File: src/core/nvg_pkg.sv
package nvg_pkg;
    // Clock and timing
    localparam int CLK_HZ = 50_000_000;
    localparam int PWRT_MS = 64;
    localparam int PWRT_CYCLES = PWRT_MS * (CLK_HZ / 1000);
    localparam int SETUP_CYCLES = 2;
    localparam int WRITE_CYCLES = 64;
    // Register byte offsets
    localparam logic [5:0] OFS_CTRL = 6'h00;
    localparam logic [5:0] OFS_UNLOCK = 6'h04;
    localparam logic [5:0] OFS_ADDRL = 6'h08;
    localparam logic [5:0] OFS_ADDRH = 6'h0C;
    localparam logic [5:0] OFS_DATAL = 6'h10;
    localparam logic [5:0] OFS_DATAH = 6'h14;
    localparam logic [5:0] OFS_IRQ_STAT = 6'h18;
    localparam logic [5:0] OFS_IRQ_MASK = 6'h1C;
    // Control bit positions
    localparam int CTRL_RD = 0;
    localparam int CTRL_WR = 1;
    localparam int CTRL_WRITE_ENABLE = 2;
    localparam int CTRL_WERR = 3;
    localparam int CTRL_PSEL = 7;
    // Interrupt bit positions
    localparam int IRQ_DONE = 0;
    localparam int IRQ_DENY = 1;
    // Unlock keys, field masks and reset values
    localparam logic [7:0] UNLOCK_KEY1 = 8'h55;
    localparam logic [7:0] UNLOCK_KEY2 = 8'hAA;
    localparam logic [7:0] ADDRH_MASK = 8'h1F;
    localparam logic [7:0] DATAH_MASK = 8'h3F;
    localparam logic [7:0] REG_RST = 8'h00;
    localparam logic [1:0] IRQ_RST = 2'h0;
    localparam logic [15:0] CNT_RST = 16'h0000;

    typedef struct packed {
        logic sel;
        logic err;
        logic en;
        logic wr;
        logic rd;
    } nvg_ctrl_t;

    typedef struct packed {
        logic req;
        logic we;
        logic [7:0] addr;
        logic [7:0] wdata;
    } nvg_prog_t;

    typedef enum {UNL_IDLE, UNL_GOT1, UNL_ARMED} nvg_unl_t;
endpackage

File: src/core/nvg_guard.sv
`timescale 1ns/100ps
module nvg_guard #(
    parameter int PWRT_CNT = nvg_pkg::PWRT_CYCLES
) (
    input wire logic clk_i,
    input wire logic nrst_i,
    input wire logic por_i,
    input wire logic data_protect_fuse_i,
    input wire nvg_pkg::nvg_prog_t prog_i,
    output logic [7:0] prog_rdata_o,
    output logic prog_denied_o,
    input wire logic [5:0] avs_address_i,
    input wire logic avs_read_i,
    input wire logic avs_write_i,
    input wire logic [31:0] avs_writedata_i,
    input wire logic [3:0] avs_byteenable_i,
    output logic [31:0] avs_readdata_o,
    output logic avs_waitrequest_o,
    output logic irq_o
);
    import nvg_pkg::*;

    logic [7:0] mem [0:255];
    nvg_ctrl_t ctrl;
    nvg_unl_t unl;
    logic [7:0] addr_low;
    logic [7:0] addr_high;
    logic [7:0] data_low;
    logic [7:0] data_high;
    logic [1:0] irq_stat;
    logic [1:0] irq_mask;
    logic [15:0] wr_cnt;
    logic [21:0] pwrt_cnt;
    logic pwrt_done;
    nvg_prog_t prog_s1;
    nvg_prog_t prog_s2;
    logic prog_req_d;
    logic fuse_s1;
    logic fuse_s2;
    logic acc;
    logic bus_wr;
    logic [7:0] wbyte;
    logic start_ok;
    logic wr_fire;
    logic prog_go;
    logic protect;

    // Bus access is taken on the edge where waitrequest is low
    assign acc = (avs_read_i | avs_write_i) & ~avs_waitrequest_o;
    assign bus_wr = acc & avs_write_i & avs_byteenable_i[0];
    assign wbyte = avs_writedata_i[7:0];
    assign protect = ~fuse_s2;
    assign prog_go = prog_s2.req & ~prog_req_d;
    assign wr_fire = ctrl.wr & (wr_cnt == CNT_RST);

    // Write start qualified by enable, unlock and power-up timer
    assign start_ok = bus_wr && (avs_address_i == OFS_CTRL) && wbyte[CTRL_WR]
        && ctrl.en && wbyte[CTRL_WRITE_ENABLE]
        && (unl == UNL_ARMED)
        && pwrt_done
        && !ctrl.wr && !ctrl.sel;

    // Wait state: one cycle high, one cycle low per access
    always_ff @(posedge clk_i) begin
        if (!nrst_i) begin
            avs_waitrequest_o <= 1'b1;
        end else begin
            avs_waitrequest_o <= ~((avs_read_i | avs_write_i) & avs_waitrequest_o);
        end
    end

    // Read data mux, latched during the wait cycle
    always_ff @(posedge clk_i) begin
        if (!nrst_i) begin
            avs_readdata_o <= 32'h0000_0000;
        end else if (avs_read_i & avs_waitrequest_o) begin
            avs_readdata_o <= 32'h0000_0000;
            if (avs_address_i == OFS_CTRL) begin
                avs_readdata_o[7:0] <= {ctrl.sel, 3'h0, ctrl.err, ctrl.en, ctrl.wr, ctrl.rd};
            end else if (avs_address_i == OFS_ADDRL) begin
                avs_readdata_o[7:0] <= addr_low;
            end else if (avs_address_i == OFS_ADDRH) begin
                avs_readdata_o[7:0] <= addr_high;
            end else if (avs_address_i == OFS_DATAL) begin
                avs_readdata_o[7:0] <= data_low;
            end else if (avs_address_i == OFS_DATAH) begin
                avs_readdata_o[7:0] <= data_high;
            end else if (avs_address_i == OFS_IRQ_STAT) begin
                avs_readdata_o[1:0] <= irq_stat;
            end else if (avs_address_i == OFS_IRQ_MASK) begin
                avs_readdata_o[1:0] <= irq_mask;
            end
        end
    end

    // Unlock sequencer: the port keeps no value, only the sequence state
    always_ff @(posedge clk_i) begin
        if (!nrst_i) begin
            unl <= UNL_IDLE;
        end else if (acc) begin
            if (bus_wr && avs_address_i == OFS_UNLOCK && wbyte == UNLOCK_KEY1) begin
                unl <= UNL_GOT1;
            end else if (bus_wr && avs_address_i == OFS_UNLOCK && wbyte == UNLOCK_KEY2
                         && unl == UNL_GOT1) begin
                unl <= UNL_ARMED;
            end else begin
                unl <= UNL_IDLE;
            end
        end
    end

    // Power-up timer, restarted only by power-on reset
    always_ff @(posedge clk_i) begin
        if (!nrst_i && por_i) begin
            pwrt_cnt <= 22'h000000;
            pwrt_done <= 1'b0;
        end else if (!pwrt_done) begin
            pwrt_cnt <= pwrt_cnt + 22'h000001;
            pwrt_done <= (pwrt_cnt == 22'(PWRT_CNT - 1));
        end
    end

    // Control register
    always_ff @(posedge clk_i) begin
        if (!nrst_i) begin
            ctrl.rd <= 1'b0;
            ctrl.wr <= 1'b0;
            ctrl.en <= 1'b0;
            if (por_i) begin
                ctrl.err <= 1'b0;
                ctrl.sel <= 1'b0;
            end else if (ctrl.wr) begin
                ctrl.err <= 1'b1;
            end
        end else begin
            if (bus_wr && avs_address_i == OFS_CTRL) begin
                ctrl.sel <= wbyte[CTRL_PSEL];
                ctrl.en <= wbyte[CTRL_WRITE_ENABLE];
                ctrl.err <= wbyte[CTRL_WERR];
            end
            if (wr_fire) begin
                ctrl.wr <= 1'b0;
            end else if (start_ok) begin
                ctrl.wr <= 1'b1;
            end
            if (ctrl.rd) begin
                ctrl.rd <= 1'b0;
            end else if (bus_wr && avs_address_i == OFS_CTRL && wbyte[CTRL_RD] && !wbyte[CTRL_PSEL]) begin
                ctrl.rd <= 1'b1;
            end
        end
    end

    // Write timer: setup cycles then array write time
    always_ff @(posedge clk_i) begin
        if (!nrst_i) begin
            wr_cnt <= CNT_RST;
        end else if (start_ok) begin
            wr_cnt <= 16'(SETUP_CYCLES + WRITE_CYCLES - 1);
        end else if (ctrl.wr && wr_cnt != CNT_RST) begin
            wr_cnt <= wr_cnt - 16'h0001;
        end
    end

    // Address and high data registers
    always_ff @(posedge clk_i) begin
        if (!nrst_i) begin
            addr_low <= REG_RST;
            addr_high <= REG_RST;
            data_high <= REG_RST;
        end else if (bus_wr) begin
            if (avs_address_i == OFS_ADDRL) begin
                addr_low <= wbyte;
            end else if (avs_address_i == OFS_ADDRH) begin
                addr_high <= wbyte & ADDRH_MASK;
            end else if (avs_address_i == OFS_DATAH) begin
                data_high <= wbyte & DATAH_MASK;
            end
        end
    end

    // Low data register, also loaded by an array read
    always_ff @(posedge clk_i) begin
        if (!nrst_i) begin
            data_low <= REG_RST;
        end else if (ctrl.rd) begin
            data_low <= mem[addr_low];
        end else if (bus_wr && avs_address_i == OFS_DATAL) begin
            data_low <= wbyte;
        end
    end

    // Data array: CPU write has priority over programming path
    always_ff @(posedge clk_i) begin
        if (wr_fire) begin
            mem[addr_low] <= data_low;
        end else if (prog_go && !protect && prog_s2.we) begin
            mem[prog_s2.addr] <= prog_s2.wdata;
        end
    end

    // Two-stage synchronisers for programming pins and fuse
    always_ff @(posedge clk_i) begin
        if (!nrst_i) begin
            prog_s1 <= '0;
            prog_s2 <= '0;
            prog_req_d <= 1'b0;
            fuse_s1 <= 1'b1;
            fuse_s2 <= 1'b1;
        end else begin
            prog_s1 <= prog_i;
            prog_s2 <= prog_s1;
            prog_req_d <= prog_s2.req;
            fuse_s1 <= data_protect_fuse_i;
            fuse_s2 <= fuse_s1;
        end
    end

    // Programming path access, refused while protected
    always_ff @(posedge clk_i) begin
        if (!nrst_i) begin
            prog_rdata_o <= REG_RST;
            prog_denied_o <= 1'b0;
        end else if (prog_go) begin
            prog_denied_o <= protect;
            if (protect) begin
                prog_rdata_o <= REG_RST;
            end else if (!prog_s2.we) begin
                prog_rdata_o <= mem[prog_s2.addr];
            end
        end
    end

    // Sticky interrupt status, set wins over write-one clear
    always_ff @(posedge clk_i) begin
        if (!nrst_i) begin
            irq_stat <= IRQ_RST;
        end else begin
            irq_stat[IRQ_DONE] <= wr_fire | (irq_stat[IRQ_DONE]
                & ~(bus_wr && avs_address_i == OFS_IRQ_STAT && wbyte[IRQ_DONE]));
            irq_stat[IRQ_DENY] <= (prog_go & protect) | (irq_stat[IRQ_DENY]
                & ~(bus_wr && avs_address_i == OFS_IRQ_STAT && wbyte[IRQ_DENY]));
        end
    end

    // Interrupt mask
    always_ff @(posedge clk_i) begin
        if (!nrst_i) begin
            irq_mask <= IRQ_RST;
        end else if (bus_wr && avs_address_i == OFS_IRQ_MASK) begin
            irq_mask <= wbyte[1:0];
        end
    end

    // Level interrupt output
    always_ff @(posedge clk_i) begin
        if (!nrst_i) begin
            irq_o <= 1'b0;
        end else begin
            irq_o <= |(irq_stat & irq_mask);
        end
    end
endmodule

File: config.mk
export PLATFORM = sky130hd
export DESIGN_NAME = nvg_guard
export DESIGN_NICKNAME = d
export VERILOG_FILES = /design/src/core/nvg_pkg.sv /design/src/core/nvg_guard.sv
export SDC_FILE = /design/constraint.sdc
export NUM_CORES = 2
export LEC_CHECK = 0
export BUFFER_PORTS_ARGS = -buffer_cell sky130_fd_sc_hd__buf_2
export CAP_MARGIN = 20
export CORE_MARGIN = 2
export CORE_UTILIZATION = 30
export DETAILED_ROUTE_END_ITERATION = 8
export PLACE_DENSITY_LB_ADDON = 0.15
export SYNTH_ARGS = -nofsm -noshare
export SYNTH_HDL_FRONTEND = slang
export SYNTH_SLANG_ARGS = --single-unit
File: constraint.sdc
create_clock -name clk_i -period 9.2 [get_ports clk_i]
set_input_delay 0.92 -clock clk_i [delete_from_list [all_inputs] [get_ports clk_i]]
set_output_delay 0.92 -clock clk_i [all_outputs]
set_load 0.01 [all_outputs]
# == Word-level counts from Yosys, hierarchy flattened ==
# Memory sizes are Yosys's and may differ from the RTL's. A register that Yosys moved wholly into a read port is not among the register bits.
# Cells that the tools add are included.
# classes
add_sub_neg,2
n_eq_ne,14
mux,37
bitwise,23
reduce_logical,45
# ops
op,count
$mux 8,13
$eq 32x2->1 const B,1
$eq 32x3->1 const B,1
$eq 6x5->1 const B,4
$logic_and 1x1->1,23
$add 22x1->22 const B,1
$eq 22x22->1 const B,1
$logic_not 16->1,1
$reduce_bool 16->1,1
$sub 16x1->16 const B,1
$mux 1,14
$mux 7,2
$eq 6x4->1 const B,2
$and 1x1->1,10
$mux 2,5
$not 1->1,9
$eq 8x7->1 const B,1
$eq 8x8->1 const B,1
$reduce_and 2->1,4
$reduce_or 2->1,4
$reduce_or 8->1,1
$eq 6x3->1 const B,1
$logic_not 6->1,1
$reduce_bool 2->1,3
other kinds (11),16
# word_totals
ff_bits,165
ramBits,2048
wordCells,154
n_memories,1
# memory_table
memory,words,word_bits,read_ports,rd_clocked_by_memory_dff,wr,line,text
mem,256,8,2,2,1,nvg_guard.sv:23,logic [7:0] mem [0:255];

# == Longest topological paths before layout ==
# logic_depth
ltp_word,15
depth_mapped,13
mapped_depth_nobuf,8

# == Worst setup path before layout ==
# Ideal clock, no wire load.
# synth_timing
path_kind,register to register
start,register wr_cnt[10]
end,memory mem[0][0] (data pin)
arrival_time_ns,4.642
slack_ns,3.733
stages_incl_launch_ff,7
path_buffers,1
period_less_slack_ns,5.467
cell_sequence,dfxtp_1 > or4_4 > nor4b_4 > a31o_2 > buf_2 > nand2_1 > nand2_1
# synth_via
elab_chain_cells,6
# synth_rtl
element,line,text
start: declaration,nvg_guard.sv:32,logic [15:0] wr_cnt;
start signal: assignment,nvg_guard.sv:159,wr_cnt <= 16'(SETUP_CYCLES + WRITE_CYCLES - 1);
start signal: assignment,nvg_guard.sv:161,wr_cnt <= wr_cnt - 16'h0001;
$logic_not 16->1,nvg_guard.sv:54,assign wr_fire = ctrl.wr & (wr_cnt == CNT_RST);
$and 1x1->1,nvg_guard.sv:54,
$mux 1,nvg_guard.sv:195,if (wr_fire) begin
$mux 1 (implied by the code),nvg_guard.sv:198,mem[prog_s2.addr] <= prog_s2.wdata;
$reduce_or 8->1 (no source line),n/a,
$mux 8 (no source line),n/a,
end: declaration,nvg_guard.sv:23,
# Every way passes these cells.

# == Worst setup path after layout ==
# layout_timing
start,register prog_s2[17] in the netlist's numbering
end,"memory mem[94][5], enable pin"
# layout_via
elab_chain_cells,8
# layout_rtl
element,line,text
start: declaration,nvg_guard.sv:36,nvg_prog_t prog_s2;
start signal: assignment,nvg_guard.sv:212,prog_s2 <= prog_s1;
$and 1x1->1 (*),nvg_guard.sv:53,assign prog_go = prog_s2.req & ~prog_req_d;
$logic_and 1x1->1 (*) (2 in series),nvg_guard.sv:197,end else if (prog_go && !protect && prog_s2.we) begin
$mux 1 (*),nvg_guard.sv:197,
$mux 1 (*),nvg_guard.sv:195,
$mux 1 (implied by the code) (*),nvg_guard.sv:198,
$reduce_or 8->1 (no source line),n/a,
$mux 8 (no source line) / $mux 1 (equally long branches),n/a,
# Mark *: on every way between the ends. The rest lies on a longest branch, timed or not.

==> run summary <==
Main combinational cell family by area after synthesis: multiplexers
Max FO, Critical Path: 20
Cell Rows: 214
DR vias/cell: 5.83
Final setup TNS: 0 ps
Most frequent cell after synthesis: edfxtp_1
Critical Path RT: 9700 ps
Rel. slew slack: 4.95%
Clock Sinks: 2191
Port Buffers: 57
Remaining antenna violation count after routing: 0
Layout cell share with drive strength beyond 1: 28.7%
H-tree Lvls: 5
Cells after Synth: 5789
First-pass GRT wire length: 548000 microns
Clock Path Buffers: 4
Seq/Total Area, Yosys: 63.1%
Post-Route Utilization: 34.3%
Synthesized area per cell: 17.6 sq um
Synth Area in Simple Gates: 5.06%
CTS clk-pin slew, worst paths: 60 ps
Yosys warnings: 0
Slowest cell on crit path: o21ai_1
Synth unique cells: 81
Post-route cell area: 116000 sq um
Share of the synthesized area in the top cell type: 60.3%
Worst setup EP type: flip-flop
Syn-to-layout area delta: 14.1%
Synth Area in Compound Gates: 4.25%
Drt drc: 0
Cell Count Post-Placement: 10141
Post-CTS Resized: 0
Critical path launch point type: flip-flop
Min Tclk post-route: 5370 ps
CTS tree: built
WL met1: 166000 microns
Post-route clock skew: 43.4 ps
GR Util All Layers: 23.0%
Die area: 345000 sq um
DR iter-0 viols: 7810
Worst-Margin Slew: 1390 ps
Highest Signal Layer: met5
Mapped cell area: 102000 sq um
WL/cell: 38.1 microns
Met3 WL: 34200 microns
Max-slew violations: 0
VDD IR-drop max: 0.128 mV
Synthesized flop and latch total: 2191
RSZ-0062 raised after global routing: no
# IOs: 109
Initial antenna violation count: 27
Total gr overflow: 0
Pwr per Cell Area: 187 nW/um^2
Vias in the first global route: 61968
Fmax: 0.186 GHz
Core outline area: 339000 sq um
Fraction of registers with async set/reset: 0%
Post-Route WL: 406000 microns
Die extent in x: 587 microns
Status: complete, no violations
DR vias: 62050
DP Area: 108000 sq um
Worst Hold Class: input pin to flip-flop
Fin nets: 5954
Initial DRT Pass Iterations: 6
Clock buffer count from CTS: 266
Commonest cells post-synth: 2050 x edfxtp_1, 1001 x mux4_2, 403 x nand2_1, 389 x nor2_1, 256 x mux2i_1
CP Cell Sequence: nor2b_1, nand3_1, a31o_2, o21ai_1, nand2_1, nor2_1
Starting Density: 30.1%
EDFF count, synth: 2050
Hold buffers post-CTS: 0
Crit path max-delay family: simple AND/OR/NAND/NOR gates
Synth Area in XOR/XNOR: 0.249%
CP Buf/Inv Count: 0
Routed wl met2: 186000 microns
Final Cycle Share: 58.4%
Flop2flop setup slack: 3830 ps
Mux cell area share after synthesis: 24.9%
Share of synthesized cell area in full adder, half adder and majority cells: 0.0245%
Die height: 587 microns
Worst skew pair latency: 910 ps
Post-detail-place hpwl: 262000 microns
Layout Cells excl Fill: 10642
Postcts setup bufs: 0
Max_cap viols: 0
Gp weighted congestion: 0.907
Area leader, netlist: edfxtp_1
Critical Path AT: 5880 ps
Slowest stage delay, CP: 1090 ps
Leakage: 0.0302 uW
Most used DFF post-synth: edfxtp_1
Largest net degree at the start of global routing: 168
Synth top area cells: edfxtp_1 60%, mux4_2 22%, dfxtp_1 2.8%, mux2i_1 2.5%, nand2_1 1.5%
Final setup vio count: 0
Hold Vio Cnt, Final: 0
Critical path type: flip-flop to flip-flop
Root Buffer Master: clkbuf_16
==> sequential cells by signal, summed over array words and instances, names as in the netlist, 6 cells and up, named ones only <==
signal and cells:
avs_readdata_o 8, prog_s2 18, pwrt_cnt 22, wr_cnt 16, data_high 6, data_low 8, addr_low 8, prog_rdata_o 8
mem 2048, prog_s1 18
==> metrics by stage <==
step	worst slack, ps	hold WS (ps)	power, uW
after global routing	3940	194	22400
after global placement	4050	423	11600
after detailed placement	4070	417	11600
final	3830	216	21800
after floorplan	3730	386	11300
after CTS	4030	159	22000
==> cells by family (layout without fill, tap and decap cells) <==
logic type | Yosys count | after routing
flops | 2191 | 2191
mux | 1284 | 1284
simple gates | 1155 | 1155
compound gates | 635 | 635
buf+inv | 492 | 767
xor+xnor | 29 | 29
fa+ha+maj | 2 | 2
other cells | 1 | 43
==> power breakdown <==
group / leakage, uW / internal [uW] / switching, uW
Clock: 0.00412 / 6070 / 4400
Sequential: 0.0164 / 10800 / 27.4
Combinational: 0.00977 / 190 / 398
Total: 0.0302 / 17000 / 4830
==> final timing paths <==
check | startpoint | depth (start not counted) | end
setup / recovery | prog_s2[17] | 6 | mem[94][5]
hold / removal | data_protect_fuse_i | 2 | fuse_s1
setup reg to reg | prog_s2[17] | 6 | mem[94][5]
hold reg to reg | prog_s1[11] | 1 | prog_s2[11]
==> per-layer routing <==
layer | GRT usage (%) | vias to the layer above
met5 | 0 | -
met4 | 10.3 | 4
met3 | 4.77 | 700
met2 | 35.5 | 3359
met1 | 31.2 | 33643
li1 | - | 24344
==> cells in the final DEF, fill, tap and decap left out, types with 12 or more instances in the layout <==
cell type	instances
bufinv_16	22
nand3_1	69
buf_2	57
a221oi_1	20
buf_4	184
nor4_1	23
buf_12	26
and2_1	57
and3_1	44
xnor2_1	16
a2111oi_0	12
a21oi_1	119
a31oi_1	64
xor2_1	13
conb_1	24
nand2_1	393
nand2b_1	21
o221ai_1	69
a311oi_1	12
diode_2	19
clkinv_1	60
mux2_2	27
nor3_1	60
o21ai_0	63
edfxtp_1	2050
a22oi_1	33
dfxtp_1	129
clkbuf_16	271
clkinv_2	37
mux2i_1	256
mux4_2	1001
o22ai_1	107
a211oi_1	29
or3_1	16
nor2_1	387
clkbuf_1	49
nand4_1	16
a21o_2	13
==> area by class of cell <==
type	instances	area, sq um
multi-input cells	3129	35400
inverters	19	87.6
flip-flops and latches	2191	64400
repair buffers	279	2340
clock buffers	322	6990
diodes	19	47.5
clock inverters	147	1460
well taps	4536	5680
fillers	32123	223000
Power figures use the tool's default switching activity.
